### src/pkg/sync_status_pkg.sv
package sync_status_pkg;

    localparam int ADDR_W = 8;
    localparam int DATA_W = 32;
    localparam int VIT_W  = 9;

    // register byte offsets
    localparam logic [ADDR_W-1:0] OFF_SYNC_CTRL    = 8'h00;
    localparam logic [ADDR_W-1:0] OFF_REALTIME_IRQ = 8'h04;
    localparam logic [ADDR_W-1:0] OFF_IRQ_MASK     = 8'h08;
    localparam logic [ADDR_W-1:0] OFF_STATUS_POL   = 8'h0C;
    localparam logic [ADDR_W-1:0] OFF_LATCHED_IRQ  = 8'h10;
    localparam logic [ADDR_W-1:0] OFF_IRQ_CTRL     = 8'h14;
    localparam logic [ADDR_W-1:0] OFF_STATUS_MUTE  = 8'h18;
    localparam logic [ADDR_W-1:0] OFF_LOSS_CFG     = 8'h1C;
    localparam logic [ADDR_W-1:0] OFF_STATUS_A_SEL = 8'h20;
    localparam logic [ADDR_W-1:0] OFF_STATUS_B_SEL = 8'h24;
    localparam logic [ADDR_W-1:0] OFF_STATUS_DIV   = 8'h28;
    localparam logic [ADDR_W-1:0] OFF_DEV_STATE    = 8'h2C;

    // field positions
    localparam int SYNC_SW_BIT    = 0;
    localparam int SYNC_PLL1_BIT  = 1;
    localparam int SYNC_PLL2_BIT  = 2;
    localparam int MASK_EN_BIT    = 0;
    localparam int MASK_FLD_LO    = 2;
    localparam int MASK_VIT_LO    = 16;
    localparam int CTRL_EN_BIT    = 0;
    localparam int CTRL_OR_BIT    = 1;
    localparam int MUTE_EN_LO     = 0;
    localparam int MUTE_CLK_LO    = 2;
    localparam int MUTE_SRC_LO    = 4;
    localparam int LOSS_PRI_THR   = 0;
    localparam int LOSS_SEC_THR   = 2;
    localparam int LOSS_PRI_EDGE  = 4;
    localparam int LOSS_SEC_EDGE  = 6;
    localparam int DIV_B_LO       = 8;

    localparam logic [2:0] IRQ_FIELD_ON = 3'h7;

    // reset values
    localparam logic       SW_SYNC_RST  = 1'b1;
    localparam logic [3:0] SEL_A_RST    = 4'h2;
    localparam logic [3:0] SEL_B_RST    = 4'h5;

    // vital bit indices
    localparam int V_PRI_LOS = 0;
    localparam int V_SEC_LOS = 1;
    localparam int V_LOL1    = 2;
    localparam int V_LOL2    = 3;
    localparam int V_CAL1    = 4;
    localparam int V_CAL2    = 5;
    localparam int V_EEPROM  = 6;
    localparam int V_SW1     = 7;
    localparam int V_SW2     = 8;

    // sync timing, counted in edges of the slowest output and vco-rate cycles
    localparam logic [1:0] SYNC_FALL_EDGES = 2'h2;
    localparam logic [1:0] SYNC_VCO_CYCLES = 2'h2;
    localparam logic [7:0] LOL_SLIP_LIMIT  = 8'h04;

    // status clock ceiling; half period never below one ref_clk cycle
    localparam int CLK_MHZ         = 250;
    localparam int STATUS_CLK_MHZ  = 200;
    localparam int STATUS_HALF_MIN = (CLK_MHZ + 2*STATUS_CLK_MHZ - 1) / (2*STATUS_CLK_MHZ);

    localparam logic [1:0] RESP_OKAY   = 2'h0;
    localparam logic [1:0] RESP_SLVERR = 2'h2;

    typedef enum logic [2:0] {SY_IDLE, SY_WAIT_FALL, SY_WAIT_VCO, SY_HELD, SY_RELEASE} sync_state_t;

    typedef struct packed {
        logic              awvalid;
        logic [ADDR_W-1:0] awaddr;
        logic              wvalid;
        logic [DATA_W-1:0] wdata;
        logic [3:0]        wstrb;
        logic              bready;
        logic              arvalid;
        logic [ADDR_W-1:0] araddr;
        logic              rready;
    } axil_req_t;

    typedef struct packed {
        logic              awready;
        logic              wready;
        logic              bvalid;
        logic [1:0]        bresp;
        logic              arready;
        logic              rvalid;
        logic [DATA_W-1:0] rdata;
        logic [1:0]        rresp;
    } axil_rsp_t;

    typedef struct packed {
        logic [1:0] pri_swing;
        logic [1:0] sec_swing;
        logic       pri_single_ended;
        logic       sec_single_ended;
        logic [1:0] pri_slow_edge;
        logic [1:0] sec_slow_edge;
        logic [1:0] pll_slip;
        logic [1:0] pll_relock;
        logic [1:0] r_div_tick;
        logic [1:0] n_div_tick;
        logic [1:0] m_div_tick;
        logic [1:0] cal_active;
        logic       eeprom_active;
        logic [1:0] auto_switch;
    } vitals_in_t;

    typedef struct packed {
        logic [1:0] divider_reset;
        logic [1:0] driver_enable;
        logic [1:0] vco_div_reset;
    } sync_out_t;

endpackage

### src/output_sync_and_status_monitor.sv
`timescale 1ns/1ps
// Operation
// - sync request low resets the output and post dividers of each sync-enabled pll together
// - request comes from strap pin zero in soft pin mode, else software bit
// - a pll's outputs react only when its sync enable is set and request low
// - request 0 mutes drivers and holds dividers; 1 runs them normally
// - vco divider reset follows two falling edges of slowest output then vco cycles
// - sync latency fixed, varies by at most one vco-rate cycle
// - drivers start and stop only on slowest output's falling edge
// - each status pin not in clock mode shows the vital chosen by its select register
// - codes 0-7: ref losses, pll1 lock/dividers, pll2 lock/dividers
// - codes 8-15: calibration, combined irq, m dividers, eeprom, switchovers
// - status pin events pass through programmable polarity
// - combined irq only with enable bit, field 0x7 and mask bit zero
// - latched sources combine by and or or per control bit
// - masked-out vitals never reach the combined irq
// - latched register readable while enabled, cleared when read completes
// - realtime register tracks vitals always, cleared when read completes
// - differential loss when swing under per-reference two-bit threshold
// - single-ended loss also on slow rising, falling or both edges
// - lock detector counts slips, flags lock loss past limit, resets count
// - status pins as clocks run at independent rates, at most 200 MHz
// - muted status clock holds a static polarity level while pll unlocked
module output_sync_and_status_monitor
    import sync_status_pkg::*;
(
    input  wire logic                       ref_clk,
    input  wire logic                       nrst,
    input  wire sync_status_pkg::axil_req_t axil_req,
    output      sync_status_pkg::axil_rsp_t axil_rsp,
    input  wire logic                       soft_pin_mode,
    input  wire logic                       strap_pin_zero,
    input  wire logic                       slowest_out_clk,
    input  wire sync_status_pkg::vitals_in_t vitals,
    output      sync_status_pkg::sync_out_t sync_out,
    output      logic                       status_pin_a,
    output      logic                       status_pin_b,
    output      logic                       combined_irq_output
);
    import sync_status_pkg::*;

    typedef struct packed {
        logic                   sw_sync;
        logic [1:0]             pll_sync_en;
        logic [1:0]             pol;
        logic [DATA_W-1:0]      mask;
        logic [1:0]             ctrl;
        logic [5:0]             mute_cfg;
        logic [7:0]             loss_cfg;
        logic [1:0][3:0]        sel;
        logic [1:0][7:0]        sdiv;
        logic [1:0][7:0]        scnt;
        logic [1:0]             sclk;
        logic [VIT_W-1:0]       rt;
        logic [VIT_W-1:0]       lat;
        logic [VIT_W-1:0]       vit_q;
        logic [1:0][7:0]        slips;
        logic [1:0]             loss_of_lock_flag;
        logic [5:0]             div_half;
        logic                   slow_q;
        sync_state_t            sy;
        logic [1:0]             sy_cnt;
        logic [1:0]             sy_mask;
        sync_out_t              so;
        logic [1:0]             pins;
        logic                   irq;
        logic                   aw_have;
        logic                   w_have;
        logic [ADDR_W-1:0]      awaddr;
        logic [DATA_W-1:0]      wdata;
        logic                   bvalid;
        logic [1:0]             bresp;
        logic                   rvalid;
        logic [DATA_W-1:0]      rdata;
        logic [1:0]             rresp;
        logic [VIT_W-1:0]       clr_rt;
        logic [VIT_W-1:0]       clr_lat;
    } state_t;

    state_t state_reg;
    state_t state_next;

    ////////////////////////////////////////////////////////////////////////////
    // combinational helpers

    logic                   sync_req_low;
    logic                   slow_fall;
    logic [VIT_W-1:0]       vit_now;
    logic                   pri_los;
    logic                   sec_los;
    logic [VIT_W-1:0]       vit_used;
    logic                   comb_any;
    logic [15:0]            sel_src;
    logic [DATA_W-1:0]      rd_val;
    logic                   rd_ok;

    assign sync_req_low = soft_pin_mode ? strap_pin_zero : state_reg.sw_sync;
    assign slow_fall    = state_reg.slow_q & ~slowest_out_clk;

    // threshold codes: measured swing below programmed code counts as loss
    assign pri_los = (vitals.pri_swing < state_reg.loss_cfg[LOSS_PRI_THR +: 2])
                   | (vitals.pri_single_ended
                      & |(vitals.pri_slow_edge & state_reg.loss_cfg[LOSS_PRI_EDGE +: 2]));
    assign sec_los = (vitals.sec_swing < state_reg.loss_cfg[LOSS_SEC_THR +: 2])
                   | (vitals.sec_single_ended
                      & |(vitals.sec_slow_edge & state_reg.loss_cfg[LOSS_SEC_EDGE +: 2]));

    always_comb begin
        vit_now            = '0;
        vit_now[V_PRI_LOS] = pri_los;
        vit_now[V_SEC_LOS] = sec_los;
        vit_now[V_LOL1]    = state_reg.loss_of_lock_flag[0];
        vit_now[V_LOL2]    = state_reg.loss_of_lock_flag[1];
        vit_now[V_CAL1]    = vitals.cal_active[0];
        vit_now[V_CAL2]    = vitals.cal_active[1];
        vit_now[V_EEPROM]  = vitals.eeprom_active;
        vit_now[V_SW1]     = vitals.auto_switch[0];
        vit_now[V_SW2]     = vitals.auto_switch[1];
    end

    assign vit_used = state_reg.mask[MASK_VIT_LO +: VIT_W];
    // and over an empty set would fire forever, so it needs one used vital
    assign comb_any = state_reg.ctrl[CTRL_OR_BIT] ? |(state_reg.lat & vit_used)
                    : (|vit_used) & &(state_reg.lat | ~vit_used);

    always_comb begin
        sel_src     = '0;
        sel_src[0]  = pri_los;
        sel_src[1]  = sec_los;
        sel_src[2]  = state_reg.loss_of_lock_flag[0];
        sel_src[3]  = state_reg.div_half[0];
        sel_src[4]  = state_reg.div_half[1];
        sel_src[5]  = state_reg.loss_of_lock_flag[1];
        sel_src[6]  = state_reg.div_half[2];
        sel_src[7]  = state_reg.div_half[3];
        sel_src[8]  = vitals.cal_active[0];
        sel_src[9]  = vitals.cal_active[1];
        sel_src[10] = state_reg.irq;
        sel_src[11] = state_reg.div_half[4];
        sel_src[12] = state_reg.div_half[5];
        sel_src[13] = vitals.eeprom_active;
        sel_src[14] = vitals.auto_switch[0];
        sel_src[15] = vitals.auto_switch[1];
    end

    always_comb begin
        rd_val = '0;
        rd_ok  = 1'b1;
        unique case (axil_req.araddr)
            OFF_SYNC_CTRL:    rd_val[2:0] = {state_reg.pll_sync_en, state_reg.sw_sync};
            OFF_REALTIME_IRQ: rd_val[VIT_W-1:0] = state_reg.rt;
            OFF_IRQ_MASK:     rd_val = state_reg.mask;
            OFF_STATUS_POL:   rd_val[1:0] = state_reg.pol;
            OFF_LATCHED_IRQ:  rd_val[VIT_W-1:0] = state_reg.ctrl[CTRL_EN_BIT] ? state_reg.lat : '0;
            OFF_IRQ_CTRL:     rd_val[1:0] = state_reg.ctrl;
            OFF_STATUS_MUTE:  rd_val[5:0] = state_reg.mute_cfg;
            OFF_LOSS_CFG:     rd_val[7:0] = state_reg.loss_cfg;
            OFF_STATUS_A_SEL: rd_val[3:0] = state_reg.sel[0];
            OFF_STATUS_B_SEL: rd_val[3:0] = state_reg.sel[1];
            OFF_STATUS_DIV:   rd_val[15:0] = {state_reg.sdiv[1], state_reg.sdiv[0]};
            OFF_DEV_STATE:    rd_val[VIT_W-1:0] = vit_now;
            default:          rd_ok = 1'b0;
        endcase
    end

    ////////////////////////////////////////////////////////////////////////////
    // next state

    always_comb begin
        logic       rd_take;
        logic       rd_done;
        logic       wr_go;
        logic [1:0] pin_lvl;
        logic [1:0] src_lol;
        state_next = state_reg;
        rd_take    = axil_req.arvalid & ~state_reg.rvalid;
        rd_done    = state_reg.rvalid & axil_req.rready;
        wr_go      = 1'b0;
        pin_lvl    = '0;
        src_lol    = '0;

        // bus: address and data taken in either order, response after both
        if (axil_req.awvalid && !state_reg.aw_have && !state_reg.bvalid) begin
            state_next.aw_have = 1'b1;
            state_next.awaddr  = axil_req.awaddr;
        end
        if (axil_req.wvalid && !state_reg.w_have && !state_reg.bvalid) begin
            state_next.w_have = 1'b1;
            state_next.wdata  = axil_req.wdata;
        end
        if (state_reg.aw_have && state_reg.w_have) begin
            wr_go              = 1'b1;
            state_next.aw_have = 1'b0;
            state_next.w_have  = 1'b0;
            state_next.bvalid  = 1'b1;
            state_next.bresp   = RESP_OKAY;
        end
        if (state_reg.bvalid && axil_req.bready) begin
            state_next.bvalid = 1'b0;
        end
        if (wr_go) begin
            // byte lane zero carries every writable field except the upper mask and the status B divider
            unique case (state_reg.awaddr)
                OFF_SYNC_CTRL: begin
                    state_next.sw_sync     = state_reg.wdata[SYNC_SW_BIT];
                    state_next.pll_sync_en = {state_reg.wdata[SYNC_PLL2_BIT], state_reg.wdata[SYNC_PLL1_BIT]};
                end
                OFF_IRQ_MASK:     state_next.mask     = state_reg.wdata;
                OFF_STATUS_POL:   state_next.pol      = state_reg.wdata[1:0];
                OFF_IRQ_CTRL:     state_next.ctrl     = state_reg.wdata[1:0];
                OFF_STATUS_MUTE:  state_next.mute_cfg = state_reg.wdata[5:0];
                OFF_LOSS_CFG:     state_next.loss_cfg = state_reg.wdata[7:0];
                OFF_STATUS_A_SEL: state_next.sel[0]   = state_reg.wdata[3:0];
                OFF_STATUS_B_SEL: state_next.sel[1]   = state_reg.wdata[3:0];
                OFF_STATUS_DIV:   state_next.sdiv     = state_reg.wdata[15:0];
                OFF_REALTIME_IRQ, OFF_LATCHED_IRQ, OFF_DEV_STATE: ;
                default:          state_next.bresp    = RESP_SLVERR;
            endcase
        end

        state_next.clr_rt  = rd_done ? '0 : state_reg.clr_rt;
        state_next.clr_lat = rd_done ? '0 : state_reg.clr_lat;
        if (rd_done) begin
            state_next.rvalid = 1'b0;
        end
        if (rd_take) begin
            state_next.rvalid  = 1'b1;
            state_next.rdata   = rd_val;
            state_next.rresp   = rd_ok ? RESP_OKAY : RESP_SLVERR;
            state_next.clr_rt  = (axil_req.araddr == OFF_REALTIME_IRQ) ? rd_val[VIT_W-1:0] : '0;
            state_next.clr_lat = (axil_req.araddr == OFF_LATCHED_IRQ) ? rd_val[VIT_W-1:0] : '0;
        end

        // only the bits actually returned are cleared; a new set wins
        state_next.vit_q = vit_now;
        state_next.rt  = (state_reg.rt & ~(rd_done ? state_reg.clr_rt : '0)) | vit_now;
        state_next.lat = (state_reg.lat & ~(rd_done ? state_reg.clr_lat : '0))
                       | ((vit_now & ~state_reg.vit_q) & {VIT_W{state_reg.ctrl[CTRL_EN_BIT]}});

        state_next.irq = state_reg.ctrl[CTRL_EN_BIT] && state_reg.mask[MASK_EN_BIT]
                       && (state_reg.mask[MASK_FLD_LO +: 3] == IRQ_FIELD_ON) && comb_any;

        // lock detectors and divided-by-two monitors
        for (int p = 0; p < 2; p++) begin
            if (vitals.pll_slip[p]) begin
                if (state_reg.slips[p] == LOL_SLIP_LIMIT) begin
                    state_next.loss_of_lock_flag[p]   = 1'b1;
                    state_next.slips[p] = '0;
                end else begin
                    state_next.slips[p] = state_reg.slips[p] + 8'h01;
                end
            end else if (vitals.pll_relock[p]) begin
                state_next.loss_of_lock_flag[p] = 1'b0;
            end
            state_next.div_half[2*p]   = state_reg.div_half[2*p] ^ vitals.r_div_tick[p];
            state_next.div_half[2*p+1] = state_reg.div_half[2*p+1] ^ vitals.n_div_tick[p];
            state_next.div_half[4+p]   = state_reg.div_half[4+p] ^ vitals.m_div_tick[p];
        end

        // output synchronisation: fixed edge counts keep latency deterministic
        state_next.slow_q = slowest_out_clk;
        unique case (state_reg.sy)
            SY_IDLE: begin
                if (!sync_req_low && |state_reg.pll_sync_en) begin
                    state_next.sy      = SY_WAIT_FALL;
                    state_next.sy_cnt  = '0;
                    state_next.sy_mask = state_reg.pll_sync_en;
                end
            end
            SY_WAIT_FALL: begin
                if (sync_req_low) begin
                    state_next.sy = SY_IDLE; // too short a pulse does nothing
                end else if (slow_fall) begin
                    if (state_reg.sy_cnt == SYNC_FALL_EDGES - 2'h1) begin
                        state_next.sy                = SY_WAIT_VCO;
                        state_next.sy_cnt            = '0;
                        state_next.so.divider_reset  = state_reg.sy_mask;
                        state_next.so.driver_enable  = ~state_reg.sy_mask;
                    end else begin
                        state_next.sy_cnt = state_reg.sy_cnt + 2'h1;
                    end
                end
            end
            SY_WAIT_VCO: begin
                if (state_reg.sy_cnt == SYNC_VCO_CYCLES - 2'h1) begin
                    state_next.sy               = SY_HELD;
                    state_next.so.vco_div_reset = state_reg.sy_mask;
                end else begin
                    state_next.sy_cnt = state_reg.sy_cnt + 2'h1;
                end
            end
            SY_HELD: begin
                if (sync_req_low) begin
                    state_next.sy = SY_RELEASE;
                end
            end
            SY_RELEASE: begin
                // release on a falling edge so the first high phase is whole
                if (slow_fall) begin
                    state_next.sy = SY_IDLE;
                    state_next.so = '{divider_reset: 2'h0, driver_enable: 2'h3, vco_div_reset: 2'h0};
                end
            end
        endcase

        // status pins: vital mux or independent clock
        for (int s = 0; s < 2; s++) begin
            src_lol[s] = state_reg.loss_of_lock_flag[state_reg.mute_cfg[MUTE_SRC_LO + s]];
            if (state_reg.scnt[s] >= state_reg.sdiv[s] + 8'(STATUS_HALF_MIN - 1)) begin
                state_next.scnt[s] = '0;
                state_next.sclk[s] = ~state_reg.sclk[s];
            end else begin
                state_next.scnt[s] = state_reg.scnt[s] + 8'h01;
            end
            if (state_reg.mute_cfg[MUTE_CLK_LO + s]) begin
                if (state_reg.mute_cfg[MUTE_EN_LO + s] && src_lol[s]) begin
                    pin_lvl[s] = state_reg.pol[s];
                end else begin
                    pin_lvl[s] = state_reg.sclk[s] ^ state_reg.pol[s];
                end
            end else begin
                pin_lvl[s] = sel_src[state_reg.sel[s]] ^ state_reg.pol[s];
            end
        end
        state_next.pins = pin_lvl;
    end

    ////////////////////////////////////////////////////////////////////////////
    // registers

    always_ff @(posedge ref_clk) begin
        if (!nrst) begin
            state_reg                  <= '0;
            state_reg.sw_sync          <= SW_SYNC_RST;
            state_reg.sel[0]           <= SEL_A_RST;
            state_reg.sel[1]           <= SEL_B_RST;
            state_reg.sy               <= SY_IDLE;
            state_reg.so.driver_enable <= 2'h3;
        end else begin
            state_reg <= state_next;
        end
    end

    ////////////////////////////////////////////////////////////////////////////
    // outputs

    assign axil_rsp.awready    = ~state_reg.aw_have & ~state_reg.bvalid;
    assign axil_rsp.wready     = ~state_reg.w_have & ~state_reg.bvalid;
    assign axil_rsp.bvalid     = state_reg.bvalid;
    assign axil_rsp.bresp      = state_reg.bresp;
    assign axil_rsp.arready    = ~state_reg.rvalid;
    assign axil_rsp.rvalid     = state_reg.rvalid;
    assign axil_rsp.rdata      = state_reg.rdata;
    assign axil_rsp.rresp      = state_reg.rresp;
    assign sync_out            = state_reg.so;
    assign status_pin_a        = state_reg.pins[0];
    assign status_pin_b        = state_reg.pins[1];
    assign combined_irq_output = state_reg.irq;

endmodule

### config.mk
export PLATFORM = sky130hd
export DESIGN_NAME = output_sync_and_status_monitor
export DESIGN_NICKNAME = d
export VERILOG_FILES = /design/src/pkg/sync_status_pkg.sv /design/src/output_sync_and_status_monitor.sv
export SDC_FILE = /design/constraint.sdc
export NUM_CORES = 1
export LEC_CHECK = 0
export ABC_AREA = 0
export BUFFER_PORTS_ARGS = -buffer_cell sky130_fd_sc_hd__buf_2
export CORE_ASPECT_RATIO = 0.6
export CORE_UTILIZATION = 59
export DETAILED_ROUTE_END_ITERATION = 10
export GPL_ROUTABILITY_DRIVEN = 0
export GPL_TIMING_DRIVEN = 0
export PLACE_DENSITY_LB_ADDON = 0.08
export SLEW_MARGIN = 30
export SYNTH_ARGS = -nofsm -noshare
export SYNTH_HDL_FRONTEND = slang
export SYNTH_SLANG_ARGS = --single-unit
### constraint.sdc
create_clock -name ref_clk -period 2.8 [get_ports ref_clk]
set_input_delay 0.28 -clock ref_clk [delete_from_list [all_inputs] [get_ports ref_clk]]
set_output_delay 0.28 -clock ref_clk [all_outputs]
set_load 0.01 [all_outputs]
======== Word-level counts from Yosys, hierarchy flattened ========
Index checks and enable logic that the tools add are counted.
operators by class
  $add $sub $neg .......................... 5
  magnitude comparators ................... 8
  equal/unequal tests ..................... 42
  muxes and demuxes ....................... 63
  bitwise operators ....................... 43
  reduce and logical (&&, ||, !) cells .... 53
operator list
  kind                 count
  $eq 8x5->1 const B   8
  $eq 8x6->1 const B   8
  $mux 9               6
  $mux 53              1
  $and 9x9->9          5
  $not 9->9            4
  $add 8x1->8 const B  4
  $eq 8x3->1 const B   4
  $eq 8x4->1 const B   4
  $or 9x9->9           3
  $pmux 2 s12          1
  $reduce_and 2->1     12
  $reduce_or 12->1     2
  $mux 1               21
  $reduce_or 9->1      2
  $ge 8x8->1           2
  $logic_not 8->1      2
  $mux 16              1
  $mux 2               8
  $mux 8               2
  $ne 2x2->1 const B   8
  $mux 3               5
  $pmux 3 s5           1
  $pmux 2 s7           1
  39 further kinds     99
word-level totals
  bits in registers ....................... 261
  bits of input ports ..................... 87
  output and inout port bits .............. 50

======== Logic depth before layout (Yosys ltp) ========
  word-level depth ........................ 8
  depth in mapped cells ................... 9
  depth with buffers taken out ............ 8

======== Least setup slack after synthesis ========
Ideal clock, no wire load.
  path kind ............................... reg2reg
  start point ............................. reg state_reg[204] in the netlist's numbering
  end point ............................... reg state_reg (netlist bit status_pin_b)
  data arrival time ....................... 1,753 ps
  path slack .............................. 916 ps
  stages on the path, launching flop included .. 7
  buffers on the path ..................... 1
  cells stage by stage .................... dfxtp_1 clkbuf_1 mux4_2 mux2_2 o211a_1 mux2i_1 o21ai_0
between the ends
  cells in the longest elaborated chain, start to end .. 4
RTL lines
  element                       RTL line                               text
  start: declaration            output_sync_and_status_monitor.sv:80   state_t state_reg;
  start signal: assignment      output_sync_and_status_monitor.sv:340  state_reg <= state_next;
  $bmux 1 s4                    output_sync_and_status_monitor.sv:322  pin_lvl[s] = sel_src[state_reg.sel[s]] ^ state_reg.pol[s];
  $mux 1 (not written as such)  output_sync_and_status_monitor.sv:322
  $xor 1x1->1                   output_sync_and_status_monitor.sv:322
  $mux 1                        output_sync_and_status_monitor.sv:315  if (state_reg.mute_cfg[MUTE_CLK_LO + s]) begin
Every way passes these cells. The select of a mux whose other input is x is not followed.
A chain may end at the register's enable or synchronous reset.

======== Final worst setup path ========
  start point ............................. reg state_reg[200] in the netlist's numbering
  end point ............................... reg state_reg (netlist bit status_pin_a)
The elaborated chain is that of the path after synthesis.

==> impl_metrics.tcl <==
set metrics [dict create \
    crit_end "status_pin_a" \
    tritoncts "built" \
    vdd_drop_max_mv 0.424 \
    pwr-share-clk_pct 41.8 \
    rsz0062_at_grt "false" \
    pwr-share-comb_pct 7.9 \
    diodes 0 \
    critical_path_depth 7 \
    critPathTopFamily "multiplexers" \
    numCtsBuffers 23 \
    wl_per_cell_microns 18.6 \
    dp_hpwl_microns 25700 \
    finClkSkew_ps 13.3 \
    p_int_w 0.00585 \
    dr_total_vias 10900 \
    grt_pass1_vias 9691 \
    post-route-min-period_ps 2410 \
    ios 137 \
    critPathCaptureType "flip-flop" \
    critPathKind "reg -> reg" \
    arrival_ps 2740 \
    first_pass_iters 6 \
    fmax_mhz 414 \
    p_per_area_nw_per_um2 570 \
    syn_to_final_growth_pct 15.0 \
    worst-path-buf-inv 1 \
    route.detailed.drc 0 \
    rrSetupSlack_ps 390 \
    p_seq_share_pct 50.2 \
    viasPerCell 5.87 \
    synthCells 1416 \
    largest_reg_flops 206 \
    clockBufferDepth 3 \
    start_kind "flip-flop" \
    fin_util_pct 70.2 \
    die_y_microns 111 \
    routed_wl_microns 34400 \
    p_leak_nw 5.38 \
    fin_crit_sh_pct 86.2 \
    worstPathRequired_ps 3120 \
    critPathLaunch "state_reg[200]" \
    worstSkewPairLatency_ps 510 \
    power.switching_w 0.00185 \
    ys_seq_area_share_pct 44.3 \
    clkTransAtPathRegs_ps 70 \
    numPortBuffers 127 \
    die_w_microns 184 \
    cp_common_cell "mux2i_1" \
    syn_nets 1529 \
    drtIter0Drc 1343 \
    synth_area_sq_um 11800 \
    ant_nets 0 \
    synthDistinctLibCells 71 \
    setup_viol 0 \
    async_flop_share_pct 0 \
    status "completed" \
    r2r_end "status_pin_a" \
    post_cts_buffers 0 \
    slowest_delay_ps 570 \
    cts_max_level 1 \
    worstHoldPathType "in -> reg" \
    globalRoute.totalOverflow 0 \
    ys_ff_latch 260 \
    final-hold-violation-count 0 \
    grt.total_usage_pct 33.6 \
    yosysWarnings 0 \
    syn_area_per_cell_sq_um 8.31 \
    core_area_sq_um 19300 \
    crit_fanout 8 \
    cap_viol_max_count 0 \
    nets 1684 \
    antenna_found_initial 0 \
    cp_cell_sequence "clkbuf_1, mux4_2, mux2i_1, nand2_1, o211ai_1, mux2i_1, o21ai_0" \
    maxSlewHeadroom_pct 33.7 \
    worst_pin_slew_ps 986 \
    finalSetupTns_ps 0 \
    numClockSinks 260 \
    synth-edff-count 0 \
    swShare_pct 24.1 \
    r2r-start "state_reg[200]" \
    drive_above_1_share_pct 16.5 \
    fp.dieArea_sq_um 20500 \
    drv_slew 0 \
    cp_slowest_cell "mux4_2" \
    rows 39 \
    initial_core_util_pct 61.0 \
    clockRootBuffer "clkbuf_16" \
    grt_max_degree 17 \
    grt_pass1_wl_microns 53600 \
    rr_worst_depth 7 \
    synthFlopType "dfxtp_1" \
]
==> power groups by stage <==
stage                     Clock, W  Combinational, W  Sequential (W)
final                      0.00322          0.000612         0.00387
after global routing       0.00341          0.000667         0.00388
after CTS                  0.00324          0.000601         0.00387
after detailed placement         0          0.000595         0.00395
after global placement           0          0.000581         0.00395
after floorplan                  0          0.000365         0.00392
==> cell families after synthesis <==
logic type | Yosys count | synth area share (%)
AOI/OAI and AO/OA | 283 | 14.4
xor gates and xnor gates | 32 | 2.38
adders and majority gates | 26 | 2.77
buffers and inverters | 163 | 6.92
DFF | 260 | 44.3
muxes | 65 | 6.40
other | 1 | 0.0319
and+or+nand+nor | 586 | 22.8
==> worst min path at each step <==
stage | cells after the start | to | slack, ps | start
5_1_grt | 3 | state_reg[67] | 4 | axil_req[26]
4_1_cts | 3 | state_reg[61] | 1 | axil_req[20]
3_3_place_gp | 2 | state_reg[13] | 440 | state_reg[13]
2_1_floorplan | 1 | axil_rsp[6] | 380 | axil_req[1]
6_report | 3 | state_reg[72] | 10 | axil_req[31]
3_5_place_dp | 2 | state_reg[1] | 440 | state_reg[1]
==> cell usage after synthesis, drive strengths merged (4+ instances only) <==
master / n / area share [%]
a21oi: 152 / 6.5
nor3: 23 / 1.2
nor2: 136 / 4.3
a31oi: 4 / 0.21
a21boi: 4 / 0.26
nand2: 272 / 8.7
nand4: 12 / 0.69
clkbuf: 53 / 1.7
dfxtp: 260 / 44
a221oi: 13 / 1.0
mux2i: 46 / 3.9
nor3b: 9 / 0.62
mux4: 7 / 1.3
a22oi: 14 / 0.89
inv: 44 / 1.4
ha: 26 / 2.8
buf: 65 / 3.8
xnor2: 16 / 1.2
o21ai: 45 / 1.9
xor2: 16 / 1.2
nor4: 8 / 0.43
a211oi: 5 / 0.32
a22o: 9 / 0.67
nor2b: 8 / 0.43
a2111oi: 4 / 0.30
mux2: 12 / 1.1
or4: 5 / 0.32
a211o: 4 / 0.30
a21o: 6 / 0.38
and3: 6 / 0.32
and2: 18 / 0.96
nand2b: 14 / 0.81
nand3: 57 / 2.4
==> cells in the final DEF (no fill, tap or decap), types with 4 or more instances in the layout <==
cell type,netlist,final
mux4_2,7,7
a21oi_1,152,152
nand4_1,11,11
a22oi_1,14,14
clkbuf_16,0,23
nand2b_1,13,13
xor2_1,16,16
nand3_1,57,57
clkinv_2,0,7
buf_2,7,134
nor4_1,8,8
a211oi_1,5,5
inv_1,43,43
a22o_1,9,9
a2111oi_0,4,4
dfxtp_1,260,260
buf_1,7,7
nor3b_1,8,8
buf_4,51,51
nor3_1,20,20
nor2b_1,8,8
and2_1,16,16
mux2i_1,46,46
a221oi_1,12,12
or4_1,5,5
a211o_1,4,4
a21boi_0,4,4
nand2_1,271,271
a21o_1,6,6
clkbuf_1,52,54
mux2_2,12,12
nor2_1,136,136
ha_1,26,26
xnor2_1,16,16
a31oi_1,4,4
o21ai_0,42,42
and3_1,6,6
==> layer usage <==
layer | up-vias | global-route usage (%) | routed length [microns]
li1 | 5138 | - | -
met1 | 5036 | 52.3 | 16000
met4 | 0 | 8.94 | 860
met2 | 624 | 45.8 | 13200
met3 | 72 | 7.82 | 4360
met5 | - | 0 | 0
==> timing repair <==
action,in CTS,in global routing
endpoints found under the hold margin,3,0
hold buffers,3,0
gates resized for setup,0,0
==> cell type report <==
| cell class | count | area (sq um) |
|---|---|---|
| Multi-Input combinational cell | 993 | 5750 |
| Clock buffer | 28 | 614 |
| Inverter | 45 | 169 |
| Fill cell | 1627 | 5750 |
| Tap cell | 266 | 333 |
| Buffer | 118 | 646 |
| Clock inverter | 12 | 140 |
| Sequential cell | 260 | 5200 |
| Timing Repair Buffer | 130 | 666 |
==> stage by stage <==
| step | setup WS, ps | instances | hold WS [ps] | power (W) | area, sq um |
|---|---|---|---|---|---|
| after global routing | 302 | 1852 | 4.37 | 0.00796 | 13500 |
| after floorplan | 916 | 1416 | 384 | 0.00429 | 11800 |
| after global placement | 372 | 1809 | 436 | 0.00453 | 12700 |
| after CTS | 456 | 1852 | 1.01 | 0.00771 | 13500 |
| final | 385 | 1852 | 9.76 | 0.00771 | 13500 |
| after detailed placement | 290 | 1809 | 442 | 0.00454 | 12700 |
==> worst reg2reg max path, cell delays in order, from the launching register on <==
cell	delay (ps)
dfxtp_1	310
clkbuf_1	430
mux4_2	570
mux2i_1	290
nand2_1	120
o211ai_1	160
mux2i_1	200
o21ai_0	150
No activity file was read; power rests on OpenSTA's default activity.
